`config.mk`:
```
export PLATFORM = sky130hd
export DESIGN_NAME = wdwk_top
export DESIGN_NICKNAME = d
export VERILOG_FILES = /design/src/inc/wdwk_pkg.sv /design/src/logic/wdwk_sync.sv /design/src/logic/wdwk_tick.sv /design/src/logic/wdwk_top.sv
export SDC_FILE = /design/constraint.sdc
export NUM_CORES = 1
export LEC_CHECK = 0
export ABC_AREA = 1
export BUFFER_PORTS_ARGS = -buffer_cell sky130_fd_sc_hd__buf_2
export CAP_MARGIN = 20
export CORE_MARGIN = 3
export CORE_UTILIZATION = 51
export DETAILED_ROUTE_END_ITERATION = 7
export GPL_ROUTABILITY_DRIVEN = 0
export PLACE_DENSITY_LB_ADDON = 0.08
export SETUP_SLACK_MARGIN = 0.1
export SLEW_MARGIN = 15
export SYNTH_ARGS = -nofsm -noshare
export SYNTH_HDL_FRONTEND = slang
export SYNTH_SLANG_ARGS = --single-unit
```
`constraint.sdc`:
```
create_clock -name clk_sys_i -period 4.8 [get_ports clk_sys_i]
set_input_delay 0.48 -clock clk_sys_i [delete_from_list [all_inputs] [get_ports clk_sys_i]]
set_output_delay 0.48 -clock clk_sys_i [all_outputs]
set_load 0.02 [all_outputs]
```
`src/inc/wdwk_pkg.sv`:
```
// Package: constants, types and register map of the watchdog wake block
//------------------------------------------------------------------------
// Function
// - Watchdog counts sub-clock, power-of-two time-out
// - Three-bit period field selects divide ratio
// - Key 10101B disables, 01010B enables watchdog
// - Other key values reset device after 2-3 ticks
// - Key reset sets flag; only write zero clears
// - Control register powers up enabled, period 011
// - Overflow while running: device reset, set timeout flag
// - Overflow asleep: timeout flag, reset PC and SP only
// - Counter cleared by key reset, clear, halt
// - Power-down flag: set by halt, clear instruction clears
// - Overflow while asleep wakes and starts watchdog reset
// - Enabled port A falling edge wakes, resumes after halt
// - Disabled or stack-full interrupt wake resumes after halt
// - Enabled interrupt with free stack wakes into vectoring
// - Request pending at halt cannot wake device
// - Sleep time-out leaves timeout and power-down flags set
//------------------------------------------------------------------------
package wdwk_pkg;

  // ----------------------------------------------------------------------
  // Timing
  // ----------------------------------------------------------------------
  localparam int unsigned CLK_PERIOD_NS  = 10;
  localparam int unsigned LOW_FREQ_INTERNAL_OSC_PERIOD_NS = 31250;
  localparam int unsigned SUB_DIV        = LOW_FREQ_INTERNAL_OSC_PERIOD_NS / CLK_PERIOD_NS;
  localparam logic [1:0]  KEY_RST_TICKS  = 2'h3;
  localparam int unsigned CNT_W          = 18;

  // ----------------------------------------------------------------------
  // Register offsets
  // ----------------------------------------------------------------------
  localparam int unsigned ADDR_W          = 4;
  localparam logic [3:0]  ADDR_WDOG_CTRL  = 4'h0;
  localparam logic [3:0]  ADDR_SYS_FLAGS  = 4'h1;
  localparam logic [3:0]  ADDR_PWR_STATUS = 4'h2;
  localparam logic [3:0]  ADDR_PA_WAKE    = 4'h3;
  localparam logic [3:0]  ADDR_IRQ_STATUS = 4'h4;
  localparam logic [3:0]  ADDR_IRQ_MASK   = 4'h5;

  // ----------------------------------------------------------------------
  // Fields and reset values
  // ----------------------------------------------------------------------
  localparam int unsigned KEY_LSB        = 3;
  localparam int unsigned KEY_W          = 5;
  localparam int unsigned PERIOD_W       = 3;
  localparam logic [4:0]  KEY_DISABLE    = 5'h15;
  localparam logic [4:0]  KEY_ENABLE     = 5'h0a;
  localparam logic [7:0]  WDOG_CTRL_RST  = 8'h53;
  localparam int unsigned SYS_KEY_RST    = 0;
  localparam int unsigned SYS_CLK_KEEP   = 7;
  localparam int unsigned PWR_PDF        = 0;
  localparam int unsigned PWR_TO         = 1;
  localparam int unsigned PWR_ASLEEP     = 2;
  localparam int unsigned IRQ_EVT_W      = 3;

  // Time-out exponent for each period code
  localparam logic [4:0] WDT_EXP [8] = '{5'h08, 5'h0a, 5'h0c, 5'h0e,
                                         5'h0f, 5'h10, 5'h11, 5'h12};

  // ----------------------------------------------------------------------
  // Types
  // ----------------------------------------------------------------------
  typedef enum logic [1:0] {
    PWR_RUN   = 2'b01,
    PWR_SLEEP = 2'b10
  } wdwk_pwr_type;

  typedef struct packed {
    logic wake;
    logic key_rst;
    logic tmo;
  } wdwk_evt_type;

endpackage

```
`src/logic/wdwk_sync.sv`:
```
// Two flip-flop synchroniser for pin inputs
`timescale 1ns/1ps
module wdwk_sync #(
  parameter int unsigned W       = 8,
  parameter logic        RST_VAL = 1'b1
) (
  input  wire logic         clk_sys_i,
  input  wire logic         rst_n_i,
  input  wire logic [W-1:0] d_i,
  output logic      [W-1:0] q_o
);
  logic [W-1:0] meta_q;

  always_ff @(posedge clk_sys_i or negedge rst_n_i) begin
    if (!rst_n_i) begin
      meta_q <= {W{RST_VAL}};
      q_o    <= {W{RST_VAL}};
    end else begin
      meta_q <= d_i;
      q_o    <= meta_q;
    end
  end
endmodule

```
`src/logic/wdwk_tick.sv`:
```
// Divider giving the low-speed sub-clock as a one-cycle enable pulse
`timescale 1ns/1ps
module wdwk_tick #(
  parameter int unsigned DIV = 3125
) (
  input  wire logic clk_sys_i,
  input  wire logic rst_n_i,
  output logic      tick_o
);
  localparam int unsigned CW = $clog2(DIV);
  localparam logic [CW-1:0] LAST = CW'(DIV - 1);

  logic [CW-1:0] cnt_q;

  always_ff @(posedge clk_sys_i or negedge rst_n_i) begin
    if (!rst_n_i) begin
      cnt_q <= '0;
    end else if (cnt_q == LAST) begin
      cnt_q <= '0;
    end else begin
      cnt_q <= cnt_q + 1'b1;
    end
  end

  always_ff @(posedge clk_sys_i or negedge rst_n_i) begin
    if (!rst_n_i) begin
      tick_o <= 1'b0;
    end else begin
      tick_o <= (cnt_q == LAST);
    end
  end
endmodule

```
`src/logic/wdwk_top.sv`:
```
// Watchdog timer with key control, power-down flags and wake-up logic
//
// Implementation choices: the address map and the strobed register port.
`timescale 1ns/1ps
module wdwk_top import wdwk_pkg::*; #(
  parameter int unsigned PA_W  = 8,
  parameter int unsigned IRQ_N = 4,
  parameter int unsigned DIV   = SUB_DIV
) (
  input  wire logic              clk_sys_i,
  input  wire logic              rstn_i,
  input  wire logic [ADDR_W-1:0] reg_addr_i,
  input  wire logic [7:0]        reg_wdata_i,
  input  wire logic              reg_we_i,
  input  wire logic              reg_re_i,
  output logic      [7:0]        reg_rdata_o,
  input  wire logic              watchdog_clear_instruction_i,
  input  wire logic              halt_i,
  input  wire logic [PA_W-1:0]   pa_pin_i,
  input  wire logic [IRQ_N-1:0]  irq_req_i,
  input  wire logic [IRQ_N-1:0]  irq_en_i,
  input  wire logic              stack_full_i,
  output logic                   dev_reset_o,
  output logic                   pc_sp_reset_o,
  output logic                   wake_o,
  output logic                   resume_next_o,
  output logic                   vector_o,
  output logic      [IRQ_N-1:0]  vector_irq_o,
  output logic                   asleep_o,
  output logic                   idle_sysclk_keep_o,
  output logic                   irq_o
);

  // ----------------------------------------------------------------------
  // Reset release and sub-clock
  // ----------------------------------------------------------------------
  logic rst_meta_q;
  logic rst_n;

  always_ff @(posedge clk_sys_i or negedge rstn_i) begin
    if (!rstn_i) begin
      rst_meta_q <= 1'b0;
      rst_n      <= 1'b0;
    end else begin
      rst_meta_q <= 1'b1;
      rst_n      <= rst_meta_q;
    end
  end

  logic sub_tick;

  wdwk_tick #(.DIV(DIV)) u_tick (
    .clk_sys_i (clk_sys_i),
    .rst_n_i   (rst_n),
    .tick_o    (sub_tick)
  );

  // Pins idle high, so reset to one avoids a false edge at start-up
  logic [PA_W-1:0] pa_sync;

  wdwk_sync #(.W(PA_W), .RST_VAL(1'b1)) u_pa_sync (
    .clk_sys_i (clk_sys_i),
    .rst_n_i   (rst_n),
    .d_i       (pa_pin_i),
    .q_o       (pa_sync)
  );

  // ----------------------------------------------------------------------
  // Decoding helpers
  // ----------------------------------------------------------------------
  function automatic logic key_legal(input logic [KEY_W-1:0] k);
    return (k == KEY_ENABLE) || (k == KEY_DISABLE);
  endfunction

  function automatic logic [CNT_W-1:0] period_last(
    input logic [PERIOD_W-1:0] sel);
    logic [CNT_W:0] one;
    one = (CNT_W+1)'(1);
    return CNT_W'((one << WDT_EXP[sel]) - 1'b1);
  endfunction

  // ----------------------------------------------------------------------
  // Register strobes
  // ----------------------------------------------------------------------
  logic wr_ctrl;
  logic wr_sys;
  logic wr_pa;
  logic wr_mask;
  logic rd_irq;

  assign wr_ctrl = reg_we_i && (reg_addr_i == ADDR_WDOG_CTRL);
  assign wr_sys  = reg_we_i && (reg_addr_i == ADDR_SYS_FLAGS);
  assign wr_pa   = reg_we_i && (reg_addr_i == ADDR_PA_WAKE);
  assign wr_mask = reg_we_i && (reg_addr_i == ADDR_IRQ_MASK);
  assign rd_irq  = reg_re_i && (reg_addr_i == ADDR_IRQ_STATUS);

  // ----------------------------------------------------------------------
  // Watchdog control and key check
  // ----------------------------------------------------------------------
  logic [7:0]          wdog_ctrl_q;
  logic [KEY_W-1:0]    key;
  logic [PERIOD_W-1:0] period;
  logic                wdt_en;
  logic                bad_key_wr;
  logic                key_pend_q;
  logic [1:0]          key_tick_q;
  logic                key_fire;

  assign key        = wdog_ctrl_q[KEY_LSB +: KEY_W];
  assign period     = wdog_ctrl_q[PERIOD_W-1:0];
  assign wdt_en     = (key == KEY_ENABLE);
  assign bad_key_wr = wr_ctrl && !key_legal(reg_wdata_i[KEY_LSB +: KEY_W]);
  // Three sub ticks from any phase gives 2 to 3 full periods
  assign key_fire   = key_pend_q && sub_tick &&
                      (key_tick_q == KEY_RST_TICKS - 2'h1);

  always_ff @(posedge clk_sys_i or negedge rst_n) begin
    if (!rst_n) begin
      wdog_ctrl_q <= WDOG_CTRL_RST;
    end else if (key_fire) begin
      wdog_ctrl_q <= WDOG_CTRL_RST;
    end else if (wr_ctrl) begin
      wdog_ctrl_q <= reg_wdata_i;
    end
  end

  always_ff @(posedge clk_sys_i or negedge rst_n) begin
    if (!rst_n) begin
      key_pend_q <= 1'b0;
      key_tick_q <= 2'h0;
    end else if (key_fire) begin
      key_pend_q <= 1'b0;
      key_tick_q <= 2'h0;
    end else if (bad_key_wr && !key_pend_q) begin
      key_pend_q <= 1'b1;
      key_tick_q <= 2'h0;
    end else if (key_pend_q && sub_tick) begin
      key_tick_q <= key_tick_q + 2'h1;
    end
  end

  // ----------------------------------------------------------------------
  // Watchdog counter
  // ----------------------------------------------------------------------
  wdwk_pwr_type     pwr_q;
  logic             asleep;
  logic             halt_go;
  logic [CNT_W-1:0] cnt_q;
  logic             wdt_tmo;

  assign asleep  = (pwr_q == PWR_SLEEP);
  assign halt_go = halt_i && !asleep;
  // Compare with >= so a period shortened mid-count still expires
  assign wdt_tmo = wdt_en && sub_tick &&
                   (cnt_q >= period_last(period));

  always_ff @(posedge clk_sys_i or negedge rst_n) begin
    if (!rst_n) begin
      cnt_q <= '0;
    end else if (key_fire || watchdog_clear_instruction_i || halt_go || wdt_tmo) begin
      cnt_q <= '0;
    end else if (wdt_en && sub_tick) begin
      cnt_q <= cnt_q + 1'b1;
    end
  end

  // ----------------------------------------------------------------------
  // Power state and wake sources
  // ----------------------------------------------------------------------
  logic [PA_W-1:0]  pa_prev_q;
  logic [PA_W-1:0]  pa_wake_en_q;
  logic             pa_fall;
  logic [IRQ_N-1:0] blocked_q;
  logic [IRQ_N-1:0] irq_new;
  logic [IRQ_N-1:0] irq_serv;
  logic             take_vec;
  logic             wake_now;

  assign pa_fall  = |(pa_prev_q & ~pa_sync & pa_wake_en_q);
  assign irq_new  = irq_req_i & ~blocked_q;
  assign irq_serv = irq_new & irq_en_i;
  assign take_vec = (|irq_serv) && !stack_full_i;
  assign wake_now = asleep && (wdt_tmo || pa_fall || (|irq_new));

  always_ff @(posedge clk_sys_i or negedge rst_n) begin
    if (!rst_n) begin
      pa_prev_q <= '1;
    end else begin
      pa_prev_q <= pa_sync;
    end
  end

  // A request that drops while asleep may wake the device when it returns
  always_ff @(posedge clk_sys_i or negedge rst_n) begin
    if (!rst_n) begin
      blocked_q <= '0;
    end else if (halt_go) begin
      blocked_q <= irq_req_i;
    end else begin
      blocked_q <= blocked_q & irq_req_i;
    end
  end

  always_ff @(posedge clk_sys_i or negedge rst_n) begin
    if (!rst_n) begin
      pwr_q <= PWR_RUN;
    end else begin
      case (pwr_q)
        PWR_RUN: begin
          if (halt_go) begin
            pwr_q <= PWR_SLEEP;
          end
        end
        PWR_SLEEP: begin
          if (wake_now) begin
            pwr_q <= PWR_RUN;
          end
        end
        default: begin
          pwr_q <= PWR_RUN;
        end
      endcase
    end
  end

  // ----------------------------------------------------------------------
  // Reset and wake pulses
  // ----------------------------------------------------------------------
  always_ff @(posedge clk_sys_i or negedge rst_n) begin
    if (!rst_n) begin
      dev_reset_o   <= 1'b0;
      pc_sp_reset_o <= 1'b0;
      wake_o        <= 1'b0;
      resume_next_o <= 1'b0;
      vector_o      <= 1'b0;
      vector_irq_o  <= '0;
    end else begin
      dev_reset_o   <= key_fire || (wdt_tmo && !asleep);
      pc_sp_reset_o <= wdt_tmo && asleep;
      wake_o        <= wake_now;
      resume_next_o <= wake_now && !wdt_tmo &&
                       (pa_fall || !take_vec);
      vector_o      <= wake_now && !wdt_tmo &&
                       !pa_fall && take_vec;
      vector_irq_o  <= (wake_now && !wdt_tmo && !pa_fall && take_vec) ?
                       irq_serv : '0;
    end
  end

  // ----------------------------------------------------------------------
  // Status flags
  // ----------------------------------------------------------------------
  logic pdf_q;
  logic to_q;
  logic key_rst_flag_q;
  logic clk_keep_q;

  always_ff @(posedge clk_sys_i or negedge rst_n) begin
    if (!rst_n) begin
      pdf_q <= 1'b0;
    end else if (halt_go) begin
      pdf_q <= 1'b1;
    end else if (watchdog_clear_instruction_i) begin
      pdf_q <= 1'b0;
    end
  end

  // Time-out keeps the power-down flag, so a sleep time-out shows both
  always_ff @(posedge clk_sys_i or negedge rst_n) begin
    if (!rst_n) begin
      to_q <= 1'b0;
    end else if (wdt_tmo) begin
      to_q <= 1'b1;
    end else if (halt_go) begin
      to_q <= 1'b0;
    end
  end

  always_ff @(posedge clk_sys_i or negedge rst_n) begin
    if (!rst_n) begin
      key_rst_flag_q <= 1'b0;
      clk_keep_q     <= 1'b0;
    end else begin
      if (key_fire) begin
        key_rst_flag_q <= 1'b1;
      end else if (wr_sys && !reg_wdata_i[SYS_KEY_RST]) begin
        key_rst_flag_q <= 1'b0;
      end
      if (wr_sys) begin
        clk_keep_q <= reg_wdata_i[SYS_CLK_KEEP];
      end
    end
  end

  assign idle_sysclk_keep_o = clk_keep_q;
  assign asleep_o           = asleep;

  // ----------------------------------------------------------------------
  // Interrupt status, mask and wake enables
  // ----------------------------------------------------------------------
  wdwk_evt_type         evt;
  logic [IRQ_EVT_W-1:0] irq_st_q;
  logic [IRQ_EVT_W-1:0] irq_mask_q;

  assign evt.wake    = wake_now;
  assign evt.key_rst = key_fire;
  assign evt.tmo     = wdt_tmo;

  // Set wins over the clear-on-read
  always_ff @(posedge clk_sys_i or negedge rst_n) begin
    if (!rst_n) begin
      irq_st_q <= '0;
    end else begin
      irq_st_q <= (rd_irq ? '0 : irq_st_q) | evt;
    end
  end

  always_ff @(posedge clk_sys_i or negedge rst_n) begin
    if (!rst_n) begin
      irq_mask_q   <= '0;
      pa_wake_en_q <= '0;
    end else begin
      if (wr_mask) begin
        irq_mask_q <= reg_wdata_i[IRQ_EVT_W-1:0];
      end
      if (wr_pa) begin
        pa_wake_en_q <= reg_wdata_i[PA_W-1:0];
      end
    end
  end

  assign irq_o = |(irq_st_q & irq_mask_q);

  // ----------------------------------------------------------------------
  // Read data
  // ----------------------------------------------------------------------
  always_ff @(posedge clk_sys_i or negedge rst_n) begin
    if (!rst_n) begin
      reg_rdata_o <= 8'h00;
    end else if (reg_re_i) begin
      case (reg_addr_i)
        ADDR_WDOG_CTRL:  reg_rdata_o <= wdog_ctrl_q;
        ADDR_SYS_FLAGS:  reg_rdata_o <= {clk_keep_q, 6'h00, key_rst_flag_q};
        ADDR_PWR_STATUS: reg_rdata_o <= {5'h00, asleep, to_q, pdf_q};
        ADDR_PA_WAKE:    reg_rdata_o <= 8'(pa_wake_en_q);
        ADDR_IRQ_STATUS: reg_rdata_o <= 8'(irq_st_q);
        ADDR_IRQ_MASK:   reg_rdata_o <= 8'(irq_mask_q);
        default:         reg_rdata_o <= 8'h00;
      endcase
    end else begin
      reg_rdata_o <= 8'h00;
    end
  end
endmodule

```
== Word-level counts from Yosys, hierarchy flattened ==
Memory sizes are Yosys's and may differ from the RTL's.
Cells that the tools add are included.

* Add/sub/neg operators: 4
* Order comparisons: 2
* Equality and inequality tests: 14
* Shift operators: 1
* Mux-type cells: 26
* Bitwise gates (word level): 10
* Reduce and logical (&&, ||, !) cells: 50

{| class="wikitable"
|+ Operators with widths
! kind !! number
|-
| case mux 8 bit (6 select lines) || 1
|-
| 2-to-1 mux 18 bit || 2
|-
| 2-to-1 mux 8 bit || 3
|-
| logical AND 1 bit || 21
|-
| adder 18 x 1 -> 18 bit (second input constant) || 1
|-
| greater-or-equal comparator 18 bit || 1
|-
| << shifter 1 x 5 -> 18 bit (first input constant) || 1
|-
| subtractor 18 x 1 -> 18 bit (second input constant) || 1
|-
| bitwise AND 8 bit || 2
|-
| adder 12 x 1 -> 12 bit (second input constant) || 1
|-
| bitwise AND 4 bit || 3
|-
| equality test 12 bit (second input constant) || 1
|-
| 2-to-1 mux 12 bit || 1
|-
| nonzero test 2 bit || 6
|-
| equality test 5 x 4 -> 1 bit (second input constant) || 2
|-
| 2-to-1 mux 2 bit || 5
|-
| 2-to-1 mux 5 bit || 2
|-
| equality test 4 x 2 -> 1 bit (second input constant) || 2
|-
| equality test 4 x 3 -> 1 bit (second input constant) || 2
|-
| zero test 1 bit || 8
|-
| logical OR 1 bit || 8
|-
| 2-to-1 mux 1 bit || 8
|-
| 2-to-1 mux 4 bit || 2
|-
| inverter 8 bit || 1
|-
| other kinds (20) || 22
|}

* Flip-flop bits (word level): 109
* Memory bits (read-only): 40
* Output and inout port bits: 20
* Logic and storage cells: 135
* Memories kept: 1

{| class="wikitable"
|+ Memory list
! name !! depth !! width !! read ports !! clocked after memory_dff !! write ports !! line !! RTL
|-
| (no name shown) || 8 || 5 || 1 || 0 || 0 || wdwk_top.sv:79 || <nowiki>return CNT_W'((one << WDT_EXP[sel]) - 1'b1);</nowiki>
|}

== Logic depth before layout (Yosys ltp) ==
Gate-level depths: netlist (run 1).

* Depth in word-level cells: 15
* Depth in mapped cells: 19
* Gate-level depth less buffers: 19

== Cells and area by module ==
Synthesis (run 1) repeated with hierarchy kept, for this count alone.

* Cell total of the unflattened synthesis: 631
* Area total of the unflattened synthesis: 5455.2 um^2

{| class="wikitable"
|+ Modules (own cells, without submodules)
! module !! instances !! cells each !! area an instance (um^2)
|-
| wdwk_top || 1 || 527 || 4299.1
|-
| wdwk_tick || 1 || 88 || 735.7
|-
| wdwk_sync || 1 || 16 || 420.4
|}

== Least setup slack after synthesis (run 1) ==
OpenSTA, ideal clock, no wires.

* Kind: reg-to-reg
* Start point: register wdog_ctrl_q[0]
* End point: register cnt_q[10]
* Setup time: 0.071 ns
* Arrival: 2.542 ns
* Data required time: 4.729 ns
* Setup slack: 2.187 ns
* Cell stages (with the launch flop): 18
* Cell sequence: dfstp_2 > inv_1 > ha_1 > nand2_1 > o21ai_0 > nand2_1 > inv_1 > nand2_1 > o311ai_0 > ha_1 > a21oi_1 > o21ai_0 > nor2_1 > nand2_1 > nand2_2 > nand2_2 > buf_6 > nor2_1

* Longest elaborated chain between the ends: 10
* Elaborated cells between the ends (all ways): 11

{| class="wikitable"
|+ RTL lines
! item !! line !! RTL
|-
| start, declared || wdwk_top.sv:100 || <nowiki>logic [7:0] wdog_ctrl_q;</nowiki>
|-
| start signal, assigned || wdwk_top.sv:123 || <nowiki>wdog_ctrl_q <= reg_wdata_i;</nowiki>
|-
| inverter 3 -> 4 bit (not written as such) * || wdwk_top.sv:79 ||
|-
| memory (8 x 5 bit) * || - ||
|-
| 2-to-1 mux 5 bit (not written as such) * (2 in series) || wdwk_top.sv:79 ||
|-
| << shifter 1 x 5 -> 18 bit * || wdwk_top.sv:79 ||
|-
| subtractor 18 x 1 -> 18 bit * || wdwk_top.sv:79 ||
|-
| greater-or-equal comparator 18 bit * || wdwk_top.sv:155 || <nowiki>(cnt_q >= period_last(period));</nowiki>
|-
| logical AND 1 bit * || wdwk_top.sv:154 || <nowiki>assign wdt_tmo = wdt_en && sub_tick &&</nowiki>
|-
| logical OR 1 bit * || wdwk_top.sv:160 || <nowiki>end else if (key_fire || watchdog_clear_instruction_i || halt_go || wdt_tmo) begin</nowiki>
|-
| 2-to-1 mux 18 bit / nonzero test 2 bit (equally long branches) || - ||
|-
| end signal, assigned || wdwk_top.sv:163 || <nowiki>cnt_q <= cnt_q + 1'b1;</nowiki>
|-
| end, declared || wdwk_top.sv:148 || <nowiki>logic [CNT_W-1:0] cnt_q;</nowiki>
|}

Mark *: on every way between the ends. The rest lies on a longest branch, timed or not. The select of a mux whose other input is x is not followed.
A chain may end at the register's enable or synchronous reset.

== Worst setup path after layout (run 1) ==
* Start point: register wdog_ctrl_q[0]
* End point: register cnt_q[16]

Same word-level chain as after synthesis.

==> results of run 1 <==
[synth_stat cells, drive strengths merged]
| master | count | area [um2] |
|---|---|---|
| a31oi | 1 | 6.260 |
| o21a | 4 | 30.03 |
| and2 | 1 | 6.260 |
| nand4 | 9 | 56.30 |
| o22ai | 8 | 50.05 |
| nor3 | 6 | 41.29 |
| nand3b | 9 | 67.56 |
| a22oi | 2 | 15.01 |
| clkbuf | 1 | 3.750 |
| clkinv | 1 | 3.750 |
| nand3 | 40 | 210.2 |
| xnor2 | 3 | 26.28 |
| o21ai | 31 | 155.1 |
| nand2 | 117 | 446.7 |
| o221ai | 1 | 8.760 |
| dfrtp | 80 | 2002 |
| o311ai | 1 | 8.760 |
| a211oi | 2 | 15.01 |
| a21o | 2 | 15.01 |
| inv | 81 | 304.0 |
| nor4 | 5 | 37.53 |
| ha | 20 | 250.2 |
| buf | 2 | 22.52 |
| o211ai | 1 | 7.510 |
| conb | 2 | 7.510 |
| dfstp | 29 | 762.0 |
| nor2 | 83 | 337.8 |
| xor2 | 14 | 122.6 |
| a21oi | 16 | 80.08 |
[cell families (layout without fill, tap and decap cells)]
group                      after synthesis  in the layout  synth area share [%]
buffers and inverters                   85            154                 6.550
AOI/OAI and AO/OA                       69             69                 7.679
DFF                                    109            109                 54.20
and+or+nand+nor                        270            270                 23.60
adders and majority gates               20             20                 4.907
xor gates and xnor gates                17             17                 2.920
other                                    2              4                0.1473
[worst max-delay path, cell delays in order (launching register included)]
cell and delay [ns]:
dfstp_2 0.56, inv_1 0.08, ha_1 0.31, nand2_1 0.08, o21ai_0 0.13, nand2_1 0.13, inv_1 0.06, nand2_1 0.07
o311ai_0 0.15, ha_1 0.34, nand2_1 0.07, inv_1 0.05, nand3_1 0.08, a21oi_1 0.15, nor2_1 0.07, nand2_1 0.08
nand2_2 0.12, nand2_2 0.27, nor2_1 0.10
[final cells by class]
class	instances	area share [%]
Clock buffer	10	2.401
Clock inverter	6	1.048
Inverter	82	5.370
Multi-Input combinational cell	380	35.06
Sequential cell	109	48.29
Tap cell	129	2.816
Timing Repair Buffer	56	5.021
[worst min path at each step]
stage,to,slack (ns),cells past startpoint
2_1_floorplan,rst_meta_q,0.18,0
5_1_grt,u_pa_sync.meta_q[1],0.16,1
4_1_cts,u_pa_sync.meta_q[5],0.18,1
6_report,u_pa_sync.meta_q[0],0.20,1
3_3_place_gp,rst_meta_q,0.27,1
3_5_place_dp,rst_meta_q,0.27,1
[where the power goes]
part,total (mW),switching [mW],internal [mW]
registers,1.04,0.0491,0.995
clock network,0.551,0.335,0.216
logic,0.230,0.148,0.0819
[per-layer routing]
metal  track usage (%)  share of wire (%)  vias up
li1                  -                  -     1963
met1             26.51                 47     1825
met2             32.38                 48       83
met3             3.643                3.6       14
met4             4.718                1.4        0
met5                 0                  0        -
[registers in the layout, summed over array words and instances, names as in the netlist, 8 cells and up]
register	count
cnt_q	18
u_pa_sync.q_o	8
pa_wake_en_q	8
wdog_ctrl_q	8
u_pa_sync.meta_q	8
reg_rdata_o	8
u_tick.cnt_q	12
pa_prev_q	8
[through the flow]
step | std cells | total power [mW] | hold slack (ns)
after floorplan | 574 | 1.212 | 0.1844
after global placement | 755 | 1.281 | 0.2664
after detailed placement | 755 | 1.292 | 0.2672
after CTS | 772 | 1.844 | 0.1830
after global routing | 772 | 1.934 | 0.1599
final | 772 | 1.826 | 0.1956
[repair_timing]
action / in CTS / in global routing
setup endpoints to repair: 0 / 0
hold buffers: 1 / 0
endpoints found under the hold margin: 2 / 0
buffers inserted: 0 / 0
resized for setup: 0 / 0
==> results.tsv, run 1 <==
stage	metric	value	unit
grt	antenna_found_initial	0	
pwr	pwr_density_cell	318.5	nW/um2
cts	clock-sinks	109	
final_layout	area_growth_syn_to_layout	12.39	%
timing	worstMarginPinSlew	0.6977	ns
critical_path	endpoint_kind	flop	
final_layout	multiInputGateArea	2009	um2
die	core.rowCount	35	
cts	cts.clk_slew.worst_paths	0.11	ns
place	pre_cts_ws	1.791	ns
timing	fin_crit_sh	62.91	%
critical_path	regToRegSetupSlack	1.78	ns
final_layout	nFillCells	856	
critical_path	cp.required	5.04	ns
timing	final_max_slew_viol_count	0	
final_layout	layout_commonest_cell	nand2_1	
place	dpl.hpwl	7576	um
place	portBuffers	54	
synthesis	avgSynthCellArea	8.916	um2
timing	setup-tns-final	0	ns
timing	skew	0.01414	ns
critical_path	r2r_end	cnt_q[16]	
grt	grt_pass1_vias	3930	
die	ios	55	
synthesis	yosysSeqAreaShare	54.20	%
grt	grt_pass1_wl	17700	um
cts	cts_tree	done	
critical_path	critPathLaunch	wdog_ctrl_q[0]	
place	place_area	5524	um2
synthesis	syn_area	5100	um2
grt	grt_usage	19.44	%
timing	period_minus_slack	3.020	ns
final_layout	layout_common_cells	114 x nand2_1, 81 x inv_1, 80 x nor2_1	
final_layout	n_antenna_cell	0	
critical_path	r2r_cells	18	
die	core	9459	um2
cts	cts_buffers	9	
timing	finalSetupViolations	0	
cts	htreeDepth	3	
drt	vias	3885	
timing	final.setup.worst_slack	1.780	ns
flow_run	maxCapViolCount	0	
grt	grt_max_degree	57	
die	die_h	106	um
grt	grt-ovfl-total	0	
worst_hold_path	hold_class	in -> reg	
critical_path	crit_arrival	3.26	ns
drt	dr.first_iter.drc_count	227	
drt	totalWireLength	10060	um
pwr	vdd_drop_max	0.1928	mV
final_layout	fin_area	5732	um2
drt	via_per_inst	5.032	
critical_path	cp_max_fo	15	
final_layout	layout-drive-gt1-share	17.26	%
timing	rsz0062_at_grt	false	
die	start_util	53.92	%
synthesis	synth-warning-count	0	
drt	dr.pass1.iters	5	
run_status	status	completed	
critical_path	endpoint	cnt_q[16]	
timing	hold_viol	0	
timing	max_freq	0.3312	GHz
drt	drc	0	
cts	cts.path.max_buffers	2	
drt	wl_per_cell	13.03	um
synthesis	syn_inst	572	
final_layout	ff_latch_area	2768	um2
worst_hold_path	hold_start	pa_pin_i[0]	
critical_path	r2r_start	wdog_ctrl_q[0]	
die	dieWidth	106	um
critical_path	start_kind	flop	
final_layout	final_nets	693	
final_layout	finish.utilization	60.60	%
die	die-area	11240	um2
synthesis	ys_types	37	
critical_path	path_class	reg -> reg	
drt	antenna_left	0	
cts	root_buffer	clkbuf_8	
timing	slew_headroom	53.48	%
pwr	power_leakage	2.893	nW
synthesis	ys_seq_elements	109	
cts	clk_latency	0.37	ns
No activity file was read; power rests on OpenSTA's default activity.
==> run 2: changes to the inputs <==
clock period = 2.8 ns   (was 4.8 ns; I/O delays follow)
==> results.tsv, run 2 (synthesis gave the netlist of run 1 again) <==
stage	metric	value	unit	change
die	ios	55		unchanged
die	dieWidth	106	um	unchanged
place	dp_cells	760		was 755
drt	drc	0		unchanged
pwr	total_power	3.363	mW	was 1.826 mW
cts	cts.path.max_buffers	2		unchanged
place	place_area	5574	um2	was 5524 um2
timing	rsz0062_at_grt	true		was false
drt	totalWireLength	10750	um	was 10060 um
critical_path	r2r_cells	17		was 18
critical_path	worst_path_max_delay_cell	dfstp_2		unchanged
timing	skew	0.01467	ns	was 0.01414 ns
timing	worst_hold_slack	0.08485	ns	was 0.1956 ns
place	portBuffers	54		unchanged
critical_path	r2r_end	pwr_q[0]		was cnt_q[16]
timing	final.setup.worst_slack	0.2190	ns	was 1.780 ns
run_status	status	completed		unchanged
final_layout	n_antenna_cell	0		unchanged
final_layout	layout-drive-gt1-share	23.08	%	was 17.26%
cts	cts_buffers	9		unchanged
drt	vias	4041		was 3885
pwr	power.share.clock	30.1	%	was 30.2%
critical_path	endpoint	pwr_q[0]		was cnt_q[16]
place	dpl.hpwl	7613	um	was 7576 um
grt	grt-ovfl-total	0		unchanged
grt	grt_usage	20.21	%	was 19.44%
final_layout	layout_commonest_cell	nand2_1		unchanged
cts	clock-sinks	109		unchanged
die	core.rowCount	35		unchanged
pwr	switchingPower	1.019	mW	was 532.5 uW
place	pre_cts_ws	-0.06278	ns	was 1.791 ns
timing	fin_crit_sh	92.18	%	was 62.91%
final_layout	ff_latch_area	2769	um2	was 2768 um2
final_layout	layout_common_cells	107 x nand2_1, 78 x dfrtp_1, 76 x inv_1, 76 x nor2_1, 54 x buf_2		was 114 x nand2_1, 81 x inv_1, 80 x nor2_1
grt	antenna_found_initial	0		unchanged
drt	via_per_inst	5.102		was 5.032
pwr	combPwrFrac	16.7	%	was 12.6%
timing	slew_headroom	56.21	%	was 53.48%
final_layout	nFillCells	811		was 856
drt	dr.pass1.iters	4		was 5
cts	htreeDepth	3		unchanged
cts	cts.clk_slew.worst_paths	0.12	ns	was 0.11 ns
worst_hold_path	hold_class	in -> reg		unchanged
grt	grt_pass1_vias	3960		was 3930
final_layout	fin_area	6110	um2	was 5732 um2
critical_path	crit_arrival	2.91	ns	was 3.26 ns
pwr	pwr-share-seq	53.2	%	was 57.2%
critical_path	cp_max_fo	7		was 15
final_layout	top_regs	cnt_q (18), u_tick.cnt_q (12)		unchanged
timing	finalSetupViolations	0		unchanged
final_layout	finish.utilization	64.59	%	was 60.60%
critical_path	cp.required	3.13	ns	was 5.04 ns
critical_path	start_kind	flop		unchanged
drt	wl_per_cell	13.58	um	was 13.03 um
final_layout	final_nets	713		was 693
critical_path	critPathMaxStageDelay	0.55	ns	was 0.56 ns
final_layout	largest_register_ff_count	18		unchanged
pwr	vdd_drop_max	0.3631	mV	was 0.1928 mV
critical_path	path_class	reg -> reg		unchanged
final_layout	max_flop_register	cnt_q		unchanged
timing	period_minus_slack	2.581	ns	was 3.020 ns
grt	grt_pass1_wl	18330	um	was 17700 um
critical_path	regToRegSetupSlack	0.22	ns	was 1.78 ns
pwr	p_sw_share	30.31	%	was 29.17%
pwr	intPower	2.343	mW	was 1.293 mW
pwr	pwr_density_cell	550.4	nW/um2	was 318.5 nW/um2
timing	final_max_slew_viol_count	0		unchanged
drt	dr.first_iter.drc_count	231		was 227
die	core	9459	um2	unchanged
timing	hold_viol	0		unchanged
pwr	power_leakage	3.024	nW	was 2.893 nW
cts	cts_tree	done		unchanged
flow_run	maxCapViolCount	0		unchanged
die	start_util	53.92	%	unchanged
cts	root_buffer	clkbuf_8		unchanged
critical_path	r2r_start	wdog_ctrl_q[1]		was wdog_ctrl_q[0]
critical_path	critical_path.cell_chain	inv_2 > ha_4 > nand2_4 > o21ai_4 > buf_4 > o211ai_1 > nand2_1 > ha_4 > nand3_2 > a21oi_2 > nor2_2 > nand2_2 > nand2_4 > buf_4 > nand3_1 > nand2_1 > inv_1		was inv_1 > ha_1 > nand2_1 > o21ai_0 > nand2_1 > inv_1 > nand2_1 > o311ai_0 > ha_1 > nand2_1 > inv_1 > nand3_1 > a21oi_1 > nor2_1 > nand2_1 > nand2_2 > nand2_2 > nor2_1
drt	antenna_left	0		unchanged
die	die-area	11240	um2	unchanged
timing	worstMarginPinSlew	0.6514	ns	was 0.6977 ns
die	die_h	106	um	unchanged
critical_path	endpoint_kind	flop		unchanged
critical_path	critPathLaunch	wdog_ctrl_q[1]		was wdog_ctrl_q[0]
final_layout	multiInputGateArea	2181	um2	was 2009 um2
final_layout	area_growth_syn_to_layout	19.80	%	was 12.39%
timing	max_freq	0.3874	GHz	was 0.3312 GHz
grt	grt_max_degree	60		was 57
timing	setup-tns-final	0	ns	unchanged
cts	clk_latency	0.39	ns	was 0.37 ns
final_layout	fin_cells	792		was 772
[run 2: cell types whose count changed in the layout (fill, tap and decap cells not counted), moves of 4 or more]
cell           previous run  this run
a21oi_1                  16        12
buf_4                     1        11
dlygate4sd3_1             1         9
ha_1                     20        15
ha_4                      0         5
inv_1                    81        76
inv_2                     0         5
nand2_1                 114       107
nand2_2                   3         7
nor2_1                   80        76
[run 2: worst min-delay path by stage]
| stage | start | end | slack [ns] | depth (start not counted) |
|---|---|---|---|---|
| 5_1_grt | reg_re_i | reg_rdata_o[7] | 0.08 | 3 |
| 3_3_place_gp | rstn_i | rst_meta_q | 0.07 | 1 |
| 6_report | reg_re_i | reg_rdata_o[7] | 0.08 | 3 |
| 2_1_floorplan | rstn_i | rst_meta_q | -0.02 | 0 |
| 3_5_place_dp | rstn_i | rst_meta_q | 0.07 | 1 |
| 4_1_cts | reg_re_i | reg_rdata_o[7] | 0.08 | 3 |
[run 2: what timing repair did]
item,4_1_cts,5_1_grt
pin swaps,7,19
gates resized for setup,9,34
setup buffers,5,2
hold buffers,9,0
setup endpoints to repair,25,32
endpoints found under the hold margin,10,0
[run 2: per-layer routing]
layer  global-route usage [%]  vias up  part of all wire (%)
li1                         -     2000                     -
met3                    4.250       14                   4.4
met1                    27.85     1951                    46
met5                        0        -                     0
met2                    32.79       76                    49
met4                    5.273        0                   1.4
[run 2: critical path, delay by kind of cell (launching register included)]
family	cells	cell delay, ns
flip-flops	1	0.55
adder cells (fa/ha/maj)	2	0.52
AND/OR/NAND/NOR	8	0.64
AO/OA/AOI/OAI	3	0.40
buffers and inverters	4	0.39
[run 2: final cells by class]
cell class              instances  share of cell area [%]
flip-flops and latches        109                   45.32
multi-input cells             380                   35.70
repair buffers                 76                   7.762
inverters                      82                   5.038
well taps                     129                   2.642
clock buffers                  10                   2.437
clock inverters                 6                   1.106
[run 2: power by group through the flow]
stage / registers [mW] / logic (mW) / clock network [mW]
2_1_floorplan: 1.82 / 0.261 / 0
3_3_place_gp: 1.81 / 0.410 / 0
3_5_place_dp: 1.82 / 0.425 / 0
4_1_cts: 1.79 / 0.466 / 1.04
5_1_grt: 1.81 / 0.627 / 1.10
6_report: 1.79 / 0.561 / 1.01
